===== src/rtl/atcr_pkg.sv =====
package atcr_pkg;

	// Register byte offsets
	localparam logic [7:0] ATCR_OFF_CONTROL    = 8'h00;
	localparam logic [7:0] ATCR_OFF_COUNT      = 8'h04;
	localparam logic [7:0] ATCR_OFF_RELOAD     = 8'h08;
	localparam logic [7:0] ATCR_OFF_IRQ_STATUS = 8'h0C;
	localparam logic [7:0] ATCR_OFF_IRQ_ENABLE = 8'h10;
	localparam logic [7:0] ATCR_OFF_IRQ_CLEAR  = 8'h14;

	// Control register bit positions
	localparam int unsigned CTL_WRAP_FLAG = 7;
	localparam int unsigned CTL_TRIG_FLAG = 6;
	localparam int unsigned CTL_RX_SEL    = 5;
	localparam int unsigned CTL_TX_SEL    = 4;
	localparam int unsigned CTL_TRIG_EN   = 3;
	localparam int unsigned CTL_RUN       = 2;
	localparam int unsigned CTL_SRC       = 1;
	localparam int unsigned CTL_CAPMODE   = 0;

	// Interrupt status/enable/clear bit positions
	localparam int unsigned IRQ_WRAP = 0;
	localparam int unsigned IRQ_TRIG = 1;

	// Pin index inside the edge detector
	localparam int unsigned PIN_COUNT = 0;
	localparam int unsigned PIN_TRIG  = 1;

	// Reset values and count limits
	localparam logic [7:0]  CONTROL_RST = 8'h00;
	localparam logic [15:0] COUNT_RST   = 16'h0000;
	localparam logic [15:0] RELOAD_RST  = 16'h0000;
	localparam logic [15:0] COUNT_MAX   = 16'hFFFF;
	localparam logic [15:0] COUNT_WRAP  = 16'h0000;
	localparam logic [1:0]  IRQ_RST     = 2'h0;

	// Timer mode advances once per TIMER_DIV system clocks
	localparam int unsigned TIMER_DIV = 2;
	localparam logic [0:0]  DIV_LAST  = 1'(TIMER_DIV - 1);

	// Serial modes that take a baud overflow
	localparam logic [1:0] UART_MODE1 = 2'h1;
	localparam logic [1:0] UART_MODE3 = 2'h3;

	// AXI responses
	localparam logic [1:0] RESP_OKAY   = 2'h0;
	localparam logic [1:0] RESP_SLVERR = 2'h2;

	// Address decode shared by read and write paths
	function automatic logic atcr_addr_known(input logic [7:0] a);
		return (a == ATCR_OFF_CONTROL) || (a == ATCR_OFF_COUNT) || (a == ATCR_OFF_RELOAD) ||
			(a == ATCR_OFF_IRQ_STATUS) || (a == ATCR_OFF_IRQ_ENABLE) || (a == ATCR_OFF_IRQ_CLEAR);
	endfunction: atcr_addr_known

	// Byte-lane merge for 16-bit registers
	function automatic logic [15:0] atcr_merge16(input logic [15:0] old, input logic [15:0] d,
		input logic [1:0] strb);
		return {strb[1] ? d[15:8] : old[15:8], strb[0] ? d[7:0] : old[7:0]};
	endfunction: atcr_merge16

endpackage: atcr_pkg


===== src/rtl/atcr_reg_if.sv =====
`timescale 1ns/100ps
`default_nettype none

// Register access between the bus slave and the timer core
interface atcr_reg_if;
	logic        wr_en;
	logic [7:0]  wr_addr;
	logic [31:0] wr_data;
	logic [3:0]  wr_strb;
	logic [7:0]  rd_addr;
	logic [31:0] rd_data;

	modport bus  (output wr_en, output wr_addr, output wr_data, output wr_strb, output rd_addr,
		input rd_data);
	modport core (input wr_en, input wr_addr, input wr_data, input wr_strb, input rd_addr,
		output rd_data);
endinterface: atcr_reg_if

`default_nettype wire


===== src/rtl/atcr_axil.sv =====
`timescale 1ns/100ps
`default_nettype none

module atcr_axil
	import atcr_pkg::*;
(
	// Clock and reset
	input  wire logic        aclk,
	input  wire logic        aresetn,
	// Write address and data
	input  wire logic        s_axi_awvalid,
	output logic             s_axi_awready,
	input  wire logic [7:0]  s_axi_awaddr,
	input  wire logic        s_axi_wvalid,
	output logic             s_axi_wready,
	input  wire logic [31:0] s_axi_wdata,
	input  wire logic [3:0]  s_axi_wstrb,
	// Write response
	output logic             s_axi_bvalid,
	input  wire logic        s_axi_bready,
	output logic      [1:0]  s_axi_bresp,
	// Read address and data
	input  wire logic        s_axi_arvalid,
	output logic             s_axi_arready,
	input  wire logic [7:0]  s_axi_araddr,
	output logic             s_axi_rvalid,
	input  wire logic        s_axi_rready,
	output logic      [31:0] s_axi_rdata,
	output logic      [1:0]  s_axi_rresp,
	// Register side
	atcr_reg_if.bus          rb
);
	typedef enum logic [0:0] {ATCR_WR_IDLE, ATCR_WR_RESP} atcr_wr_state_t;

	typedef struct packed {
		atcr_wr_state_t wst;
		logic           awready;
		logic           wready;
		logic           aw_have;
		logic           w_have;
		logic [7:0]     awaddr;
		logic [31:0]    wdata;
		logic [3:0]     wstrb;
		logic           bvalid;
		logic [1:0]     bresp;
		logic           arready;
		logic           rvalid;
		logic [31:0]    rdata;
		logic [1:0]     rresp;
	} atcr_axil_state_t;

	atcr_axil_state_t s_r;
	atcr_axil_state_t s_nxt;
	logic             do_write;

	// Write fires in the same cycle that both halves are held
	assign do_write = s_r.aw_have & s_r.w_have & (s_r.wst == ATCR_WR_IDLE);

	// Address and data are latched in either order; read answers a cycle after the address
	always_comb begin
		s_nxt = s_r;
		case (s_r.wst)
			ATCR_WR_IDLE: begin
				if (s_axi_awvalid && s_r.awready) begin
					s_nxt.aw_have = 1'h1;
					s_nxt.awaddr  = s_axi_awaddr;
				end
				if (s_axi_wvalid && s_r.wready) begin
					s_nxt.w_have = 1'h1;
					s_nxt.wdata  = s_axi_wdata;
					s_nxt.wstrb  = s_axi_wstrb;
				end
				if (do_write) begin
					s_nxt.wst     = ATCR_WR_RESP;
					s_nxt.aw_have = 1'h0;
					s_nxt.w_have  = 1'h0;
					s_nxt.bvalid  = 1'h1;
					s_nxt.bresp   = atcr_addr_known(s_r.awaddr) ? RESP_OKAY : RESP_SLVERR;
				end
			end
			ATCR_WR_RESP: begin
				if (s_axi_bready) begin
					s_nxt.bvalid = 1'h0;
					s_nxt.wst    = ATCR_WR_IDLE;
				end
			end
			default: s_nxt.wst = ATCR_WR_IDLE;
		endcase
		s_nxt.awready = !s_nxt.aw_have && (s_nxt.wst == ATCR_WR_IDLE);
		s_nxt.wready  = !s_nxt.w_have && (s_nxt.wst == ATCR_WR_IDLE);
		if (s_r.rvalid) begin
			if (s_axi_rready) begin
				s_nxt.rvalid = 1'h0;
			end
		end else if (s_axi_arvalid && s_r.arready) begin
			s_nxt.rvalid = 1'h1;
			s_nxt.rdata  = atcr_addr_known(s_axi_araddr) ? rb.rd_data : 32'h0000_0000;
			s_nxt.rresp  = atcr_addr_known(s_axi_araddr) ? RESP_OKAY : RESP_SLVERR;
		end
		s_nxt.arready = !s_nxt.rvalid;
	end

	always_ff @(posedge aclk) begin
		if (!aresetn) begin
			s_r <= '0;
		end else begin
			s_r <= s_nxt;
		end
	end

	// Outputs straight from the state register, except wr_en decoded from it and rd_addr taken from the read address input
	assign s_axi_awready = s_r.awready;
	assign s_axi_wready  = s_r.wready;
	assign s_axi_bvalid  = s_r.bvalid;
	assign s_axi_bresp   = s_r.bresp;
	assign s_axi_arready = s_r.arready;
	assign s_axi_rvalid  = s_r.rvalid;
	assign s_axi_rdata   = s_r.rdata;
	assign s_axi_rresp   = s_r.rresp;
	assign rb.wr_en      = do_write;
	assign rb.wr_addr    = s_r.awaddr;
	assign rb.wr_data    = s_r.wdata;
	assign rb.wr_strb    = s_r.wstrb;
	assign rb.rd_addr    = s_axi_araddr;

endmodule: atcr_axil

`default_nettype wire


===== src/rtl/atcr_pin_edge.sv =====
`timescale 1ns/100ps
`default_nettype none

module atcr_pin_edge
	import atcr_pkg::*;
(
	// Clock and reset
	input  wire logic       aclk,
	input  wire logic       aresetn,
	// Pins in, falling edges out
	input  wire logic [1:0] pins,
	output logic      [1:0] fall
);
	typedef struct packed {
		logic [1:0] cur;
		logic [1:0] prev;
	} atcr_pin_state_t;

	atcr_pin_state_t s_r;
	atcr_pin_state_t s_nxt;

	// Two samples per pin; low reset avoids a false edge at release
	always_comb begin
		s_nxt      = s_r;
		s_nxt.cur  = pins;
		s_nxt.prev = s_r.cur;
	end

	always_ff @(posedge aclk) begin
		if (!aresetn) begin
			s_r <= '0;
		end else begin
			s_r <= s_nxt;
		end
	end

	// High sample then low sample makes one edge pulse
	genvar i;
	for (i = 0; i < 2; i++) begin : g_pin
		assign fall[i] = s_r.prev[i] & ~s_r.cur[i];

	end
endmodule: atcr_pin_edge

`default_nettype wire


===== src/rtl/atcr_top.sv =====
`timescale 1ns/100ps
`default_nettype none

// Contract
// - Wrap sets the wrap flag unless a baud select is on; software clears it.
// - A pin-caused capture or reload sets the trigger flag; only software clears it.
// - Receive select picks own wrap, else other timer, as receive clock in modes 1/3.
// - Transmit select picks own wrap, else other timer, as transmit clock in modes 1/3.
// - Trigger edges act only with trigger enable on and both baud selects off.
// - Count advances while run control is 1 and, but for trigger reloads, holds while it is 0.
// - Timer source advances the count once every two system clocks.
// - Counter source advances the count on each falling edge of the count pin.
// - Reload mode loads the reload value on wrap and on enabled trigger edges.
// - Capture mode copies the count into the reload register on enabled trigger edges.
module atcr_top
	import atcr_pkg::*;
(
	// Clock and reset
	input  wire logic        aclk,
	input  wire logic        aresetn,
	// AXI4-Lite write address
	input  wire logic        s_axi_awvalid,
	output logic             s_axi_awready,
	input  wire logic [7:0]  s_axi_awaddr,
	// AXI4-Lite write data
	input  wire logic        s_axi_wvalid,
	output logic             s_axi_wready,
	input  wire logic [31:0] s_axi_wdata,
	input  wire logic [3:0]  s_axi_wstrb,
	// AXI4-Lite write response
	output logic             s_axi_bvalid,
	input  wire logic        s_axi_bready,
	output logic      [1:0]  s_axi_bresp,
	// AXI4-Lite read address
	input  wire logic        s_axi_arvalid,
	output logic             s_axi_arready,
	input  wire logic [7:0]  s_axi_araddr,
	// AXI4-Lite read data
	output logic             s_axi_rvalid,
	input  wire logic        s_axi_rready,
	output logic      [31:0] s_axi_rdata,
	output logic      [1:0]  s_axi_rresp,
	// External pins
	input  wire logic        count_input_pin,
	input  wire logic        trigger_pin,
	// Serial port baud clocks
	input  wire logic [1:0]  uart_mode,
	input  wire logic        other_timer_wrap,
	output logic             rx_baud_tick,
	output logic             tx_baud_tick,
	// Interrupt
	output logic             irq
);
	typedef struct packed {
		logic [7:0]  ctl;
		logic [15:0] count;
		logic [15:0] reload;
		logic [1:0]  irq_st;
		logic [1:0]  irq_en;
		logic [0:0]  div;
		logic        rx_tick;
		logic        tx_tick;
		logic        irq;
	} atcr_core_t;

	localparam atcr_core_t CORE_RST = '{
		ctl:     CONTROL_RST,
		count:   COUNT_RST,
		reload:  RELOAD_RST,
		irq_st:  IRQ_RST,
		irq_en:  IRQ_RST,
		div:     1'h0,
		rx_tick: 1'h0,
		tx_tick: 1'h0,
		irq:     1'h0
	};

	atcr_core_t  st_r;
	atcr_core_t  st_nxt;
	atcr_reg_if  rb ();
	logic [1:0]  pin_fall;
	logic        cnt_fall;
	logic        trig_fall;
	logic        baud;
	logic        trig;
	logic        inc;
	logic        ovf;
	logic        mode_ok;
	logic [1:0]  ev;
	logic        wr_ctl;
	logic        wr_cnt;
	logic        wr_rld;
	logic        wr_ien;
	logic        wr_clr;

	// Bus slave
	atcr_axil u_axil (
		.aclk          (aclk),
		.aresetn       (aresetn),
		.s_axi_awvalid (s_axi_awvalid),
		.s_axi_awready (s_axi_awready),
		.s_axi_awaddr  (s_axi_awaddr),
		.s_axi_wvalid  (s_axi_wvalid),
		.s_axi_wready  (s_axi_wready),
		.s_axi_wdata   (s_axi_wdata),
		.s_axi_wstrb   (s_axi_wstrb),
		.s_axi_bvalid  (s_axi_bvalid),
		.s_axi_bready  (s_axi_bready),
		.s_axi_bresp   (s_axi_bresp),
		.s_axi_arvalid (s_axi_arvalid),
		.s_axi_arready (s_axi_arready),
		.s_axi_araddr  (s_axi_araddr),
		.s_axi_rvalid  (s_axi_rvalid),
		.s_axi_rready  (s_axi_rready),
		.s_axi_rdata   (s_axi_rdata),
		.s_axi_rresp   (s_axi_rresp),
		.rb            (rb.bus)
	);

	// Pin sampling and edge detection
	atcr_pin_edge u_pins (
		.aclk    (aclk),
		.aresetn (aresetn),
		.pins    ({trigger_pin, count_input_pin}),
		.fall    (pin_fall)
	);

	// Write decode; control byte lives in lane 0
	assign wr_ctl = rb.wr_en & (rb.wr_addr == ATCR_OFF_CONTROL) & rb.wr_strb[0];
	assign wr_cnt = rb.wr_en & (rb.wr_addr == ATCR_OFF_COUNT);
	assign wr_rld = rb.wr_en & (rb.wr_addr == ATCR_OFF_RELOAD);
	assign wr_ien = rb.wr_en & (rb.wr_addr == ATCR_OFF_IRQ_ENABLE) & rb.wr_strb[0];
	assign wr_clr = rb.wr_en & (rb.wr_addr == ATCR_OFF_IRQ_CLEAR) & rb.wr_strb[0];

	// Event qualification
	assign cnt_fall  = pin_fall[PIN_COUNT];
	assign trig_fall = pin_fall[PIN_TRIG];
	assign baud      = st_r.ctl[CTL_RX_SEL] | st_r.ctl[CTL_TX_SEL];
	assign trig      = trig_fall & st_r.ctl[CTL_TRIG_EN] & ~baud;
	assign inc       = st_r.ctl[CTL_RUN] &
		(st_r.ctl[CTL_SRC] ? cnt_fall : (st_r.div == DIV_LAST));
	assign ovf       = inc & (st_r.count == COUNT_MAX);
	assign mode_ok   = (uart_mode == UART_MODE1) | (uart_mode == UART_MODE3);
	assign ev[IRQ_WRAP] = ovf & ~baud;
	assign ev[IRQ_TRIG] = trig;

	// Read mux; clear register is write-only and reads zero
	function automatic logic [31:0] rd_mux(input logic [7:0] a, input atcr_core_t s);
		case (a)
			ATCR_OFF_CONTROL:    return {24'h00_0000, s.ctl};
			ATCR_OFF_COUNT:      return {16'h0000, s.count};
			ATCR_OFF_RELOAD:     return {16'h0000, s.reload};
			ATCR_OFF_IRQ_STATUS: return {30'h0000_0000, s.irq_st};
			ATCR_OFF_IRQ_ENABLE: return {30'h0000_0000, s.irq_en};
			default:             return 32'h0000_0000;
		endcase
	endfunction: rd_mux

	assign rb.rd_data = rd_mux(rb.rd_addr, st_r);

	// Next state; hardware updates first, software bytes override, flag sets always win
	always_comb begin
		st_nxt     = st_r;
		// Free-running divider keeps timer mode phase fixed
		st_nxt.div = (st_r.div == DIV_LAST) ? 1'h0 : st_r.div + 1'h1;
		if (inc) begin
			if (ovf) begin
				// Baud use forces auto-reload so the bit rate stays programmable
				st_nxt.count = (st_r.ctl[CTL_CAPMODE] && !baud) ? COUNT_WRAP : st_r.reload;
			end else begin
				st_nxt.count = st_r.count + 16'h0001;
			end
		end
		if (trig) begin
			if (st_r.ctl[CTL_CAPMODE]) begin
				st_nxt.reload = st_r.count;
			end else begin
				st_nxt.count = st_r.reload;
			end
		end
		if (wr_ctl) begin
			st_nxt.ctl = rb.wr_data[7:0];
		end
		st_nxt.ctl[CTL_WRAP_FLAG] = st_nxt.ctl[CTL_WRAP_FLAG] | ev[IRQ_WRAP];
		st_nxt.ctl[CTL_TRIG_FLAG] = st_nxt.ctl[CTL_TRIG_FLAG] | ev[IRQ_TRIG];
		if (wr_cnt) begin
			st_nxt.count = atcr_merge16(st_nxt.count, rb.wr_data[15:0], rb.wr_strb[1:0]);
		end
		if (wr_rld) begin
			st_nxt.reload = atcr_merge16(st_nxt.reload, rb.wr_data[15:0], rb.wr_strb[1:0]);
		end
		if (wr_ien) begin
			st_nxt.irq_en = rb.wr_data[1:0];
		end
		// Sticky status, write-one-to-clear, a same-cycle event survives
		st_nxt.irq_st  = (st_r.irq_st & ~(wr_clr ? rb.wr_data[1:0] : IRQ_RST)) | ev;
		st_nxt.irq     = |(st_nxt.irq_st & st_nxt.irq_en);
		// Baud ticks are only meaningful to the serial port in modes 1 and 3
		st_nxt.rx_tick = mode_ok & (st_r.ctl[CTL_RX_SEL] ? ovf : other_timer_wrap);
		st_nxt.tx_tick = mode_ok & (st_r.ctl[CTL_TX_SEL] ? ovf : other_timer_wrap);
	end

	always_ff @(posedge aclk) begin
		if (!aresetn) begin
			st_r <= CORE_RST;
		end else begin
			st_r <= st_nxt;
		end
	end

	// Outputs from the state register
	assign rx_baud_tick = st_r.rx_tick;
	assign tx_baud_tick = st_r.tx_tick;
	assign irq          = st_r.irq;
endmodule: atcr_top

`default_nettype wire

===== config.mk =====
export PLATFORM = sky130hd
export DESIGN_NAME = atcr_top
export DESIGN_NICKNAME = d
export VERILOG_FILES = /design/src/rtl/atcr_pkg.sv /design/src/rtl/atcr_reg_if.sv /design/src/rtl/atcr_axil.sv /design/src/rtl/atcr_pin_edge.sv /design/src/rtl/atcr_top.sv
export SDC_FILE = /design/constraint.sdc
export NUM_CORES = 1
export LEC_CHECK = 0
export BUFFER_PORTS_ARGS = -buffer_cell sky130_fd_sc_hd__buf_2
export CAP_MARGIN = 20
export CORE_MARGIN = 1.5
export CORE_UTILIZATION = 57
export CTS_BUF_LIST = sky130_fd_sc_hd__clkbuf_2 sky130_fd_sc_hd__clkbuf_4 sky130_fd_sc_hd__clkbuf_8
export CTS_CLUSTER_DIAMETER = 80
export DETAILED_ROUTE_END_ITERATION = 12
export PLACE_DENSITY = 0.94
export RECOVER_POWER = 100
export SLEW_MARGIN = 0
export SYNTH_ARGS = -nofsm -noshare
export SYNTH_HDL_FRONTEND = slang
export SYNTH_SLANG_ARGS = --single-unit

===== constraint.sdc =====
create_clock -name aclk -period 2.25 [get_ports aclk]
set_input_delay 0.45 -clock aclk [delete_from_list [all_inputs] [get_ports aclk]]
set_output_delay 0.45 -clock aclk [all_outputs]
set_load 0.01 [all_outputs]

==> metrics.csv <==
metric,value,unit
outcome,"finished, final reports clean",
Clock Path Buffers,2,
largest family of logic cells by synthesized area,simple AND/OR/NAND/NOR gates,
DRT antenna net count,0,
Ant. Diodes,0,
TritonCTS Buffers,9,
DR iter-0 viols,478,
Least-Margin Pin Slew,1.16,ns
leakage,2.20,nW
area added between synthesis and finish,9.97,%
area of the core,0.00876,mm²
CTS sink cnt,104,
post-synthesis async set-or-reset flop share,0,
cells along the critical path,or4_4 > nor3_1 > and3_2 > mux2i_1 > o32ai_1,
gr ovfl total,0,
dpl hpwl,9440,µm
"Arr. time, crit path",2.41,ns
vias per inst,5.96,
"reg-to-reg slack, setup",0.09,ns
synthesized flop and latch total,104,
Fin. Hold Viols,0,
total number of vias,4613,
post-synthesis compound-gate area fraction,0.170,
RSZ-0062 raised after global routing,false,
number of synthesized flops with an enable pin,0,
Core Rows,34,
Residual DRC,0,
Die X,98.5,µm
syn avg cell area,8.66,µm²
worst hold endpoint,u_axil.s_axi_bvalid,
Worst slew margin,0.225,
CP bufs+invs,0,
adder-cell share of the synthesized area,0.00241,
DRT Wirelength,12900,µm
post-synthesis mux area share,0.0976,
Synth warnings,0,
Max Fclk,463,MHz
crit path capture type,flop,
clock skew after layout,0.0119,ns
die area,0.00969,mm²
"Distinct cells, synth",66,
Fillers,753,
Synth Area in XOR/XNOR,0.0101,
Syn Inst Count,600,
r2r worst-path depth,5,
Slowest cell on crit path,or4_4,
Clock Tree Root,clkbuf_8,
overall routing resource usage,0.270,
Worst setup SP type,flop,
"commonest non-fill, non-tap cells in the layout","dfxtp_1 (104), nand2_1 (77), nor2_1 (62)",
Avg WL per Cell,16.6,µm
worst r2r dst,irq,
Pwr Density,570,mW/mm²
number of max-cap violations,0,
Placed Cells,758,
worst reg2reg startpoint,u_axil.rb.wr_addr[1],
Final Slew Violations,0,
pre-CTS WS,0.140,ns
top fanout value on the critical path,4,
Slowest Stage Delay on Critical Path,0.57,ns
layout cell share with drive strength beyond 1,0.171,
largest net degree at the start of global routing,66,
final setup margin,0.0919,ns
Synth top area share,0.401,
final setup fails,0,
HP Start,s_axi_bready,
die height,98.5,µm
Post-Synth Simple-Gate Area,0.227,
dominant synthesized flop cell,dfxtp_1,
"most common cell after layout, fill and taps aside",dfxtp_1,
fin cells,774,
mapped cell area,0.00519,mm²
H-tree Lvls,3,
TritonCTS clock tree,done,
fin crit share,0.959,
kind of critical path,reg2reg,
Layout Nets,726,
Max VDD drop,0.000393,V
Final Critical Period,2.16,ns
"area leader, netlist",dfxtp_1,
Synth area leaders,"dfxtp_1 (40%), mux2i_1 (8.7%), buf_4 (5.6%)",
clock latency on the worst-skew pair,0.38,ns
worst min path class,in2reg,
"Seq/Total Area, Yosys",0.401,
critical path's top delay family,simple AND/OR/NAND/NOR gates,
drt pass-1 iters,5,
final hold slack,0.256,ns
CP required,2.50,ns
first-pass GRT wire length,21300,µm
"Clk pin slew, worst setup/hold paths",0.11,ns
initial core utilization,0.593,
final setup TNS,0,ns
GPL Wtd Cong,0.943,
antenna violations before repair,0,
# IOs,108,
CTS Hold Bufs,0,
hold path cells,2,
PortBufs,70,
vias in the first global route,4387,
[cell usage after synthesis, types with 3 or more instances]
library cell / instances
nor3_1: 5
clkbuf_1: 20
nor4_1: 4
buf_2: 8
o22ai_1: 5
a221o_2: 5
nor2_1: 62
mux2i_1: 45
and3_2: 3
buf_4: 39
o211ai_1: 3
inv_1: 11
a21oi_1: 36
nor3b_1: 4
nand3_1: 10
a21boi_0: 4
dfxtp_1: 104
a22oi_1: 8
nand2_1: 77
and3_1: 6
or3_1: 5
a31oi_1: 12
nand3b_1: 4
a211oi_1: 20
nor2b_1: 3
nand4_1: 9
o21ai_0: 23
or4_1: 3
xnor2_1: 5
and2_1: 11
[cell families (layout without fill, tap and decap cells)]
kind of cell             Yosys count  in the layout
AO/OA/AOI/OAI                    133            133
AND/OR/NAND/NOR                  226            226
multiplexers                      48             48
buffers and inverters             81            130
other                              1             18
XOR/XNOR                           6              6
adder cells (fa/ha/maj)            1              1
flip-flops                       104            104
[area by class of cell]
cell class                 instances  area [µm²]  share of cell area
multi-input combinational        432        2710               0.474
sequential                       104        2080               0.365
timing repair buffer             103         566              0.0990
tap                              108         135              0.0237
clock buffer                       9         124              0.0217
clock inverter                     7        55.1             0.00964
inverter                          11        41.3             0.00723
[worst max-delay path by stage]
stage / start / cells after the start / slack, ns / to
global placement: st_r[31] / 5 / 0.26 / st_r[30]
detailed placement: u_axil.rb.wr_addr[1] / 4 / 0.14 / st_r[20]
CTS: u_axil.rb.wr_addr[1] / 5 / 0.10 / irq
finish: u_axil.rb.wr_addr[1] / 5 / 0.09 / irq
global route: u_axil.rb.wr_addr[1] / 5 / 0.02 / irq
floorplan: st_r[24] / 6 / 0.34 / st_r[35]
[layer usage]
layer / wire [µm] / global-route usage / up-vias
li1: - / - / 2221
met1: 5540 / 0.357 / 2179
met2: 6200 / 0.458 / 195
met3: 954 / 0.0468 / 18
met4: 170 / 0.0715 / 0
met5: 0 / 0 / -
[registers in the layout (all words and copies together) (netlist names)]
| signal | count |
|---|---|
| u_pins.s_r | 2 |
| u_axil.s_axi_arready | 1 |
| st_r | 45 |
| u_axil.rb.wr_addr | 8 |
| u_pins.s_nxt | 2 |
| u_axil.s_axi_awready | 1 |
| u_axil.s_r | 3 |
| u_axil.s_axi_bvalid | 1 |
| irq | 1 |
| u_axil.rb.wr_strb | 2 |
| tx_baud_tick | 1 |
| u_axil.s_axi_rvalid | 1 |
| u_axil.s_axi_bresp | 1 |
| u_axil.s_axi_wready | 1 |
| u_axil.s_axi_rresp | 1 |
| rx_baud_tick | 1 |
| u_axil.s_axi_rdata | 16 |
| u_axil.rb.wr_data | 16 |
[report_power, final]
| part | leakage, nW | switching [mW] | total [mW] | internal (mW) |
|---|---|---|---|---|
| registers | 0.843 | 0.0409 | 1.92 | 1.88 |
| clock network | 0.0866 | 0.682 | 1.10 | 0.414 |
| logic | 1.27 | 0.143 | 0.238 | 0.0947 |
[per-stage QoR]
step	cell area, µm²	power (mW)	utilization
after floorplan	5260	2.12	-
after global placement	5570	2.19	0.635
after detailed placement	5570	2.20	0.635
after CTS	5750	3.26	0.656
after global routing	5710	3.37	0.652
final	5710	3.26	0.652
[what timing repair did]
item                       4_1_cts  5_1_grt
setup endpoints to repair        0        2
gates resized for setup          0        1
setup buffers                    0        0
Power figures use the tool's default switching activity.
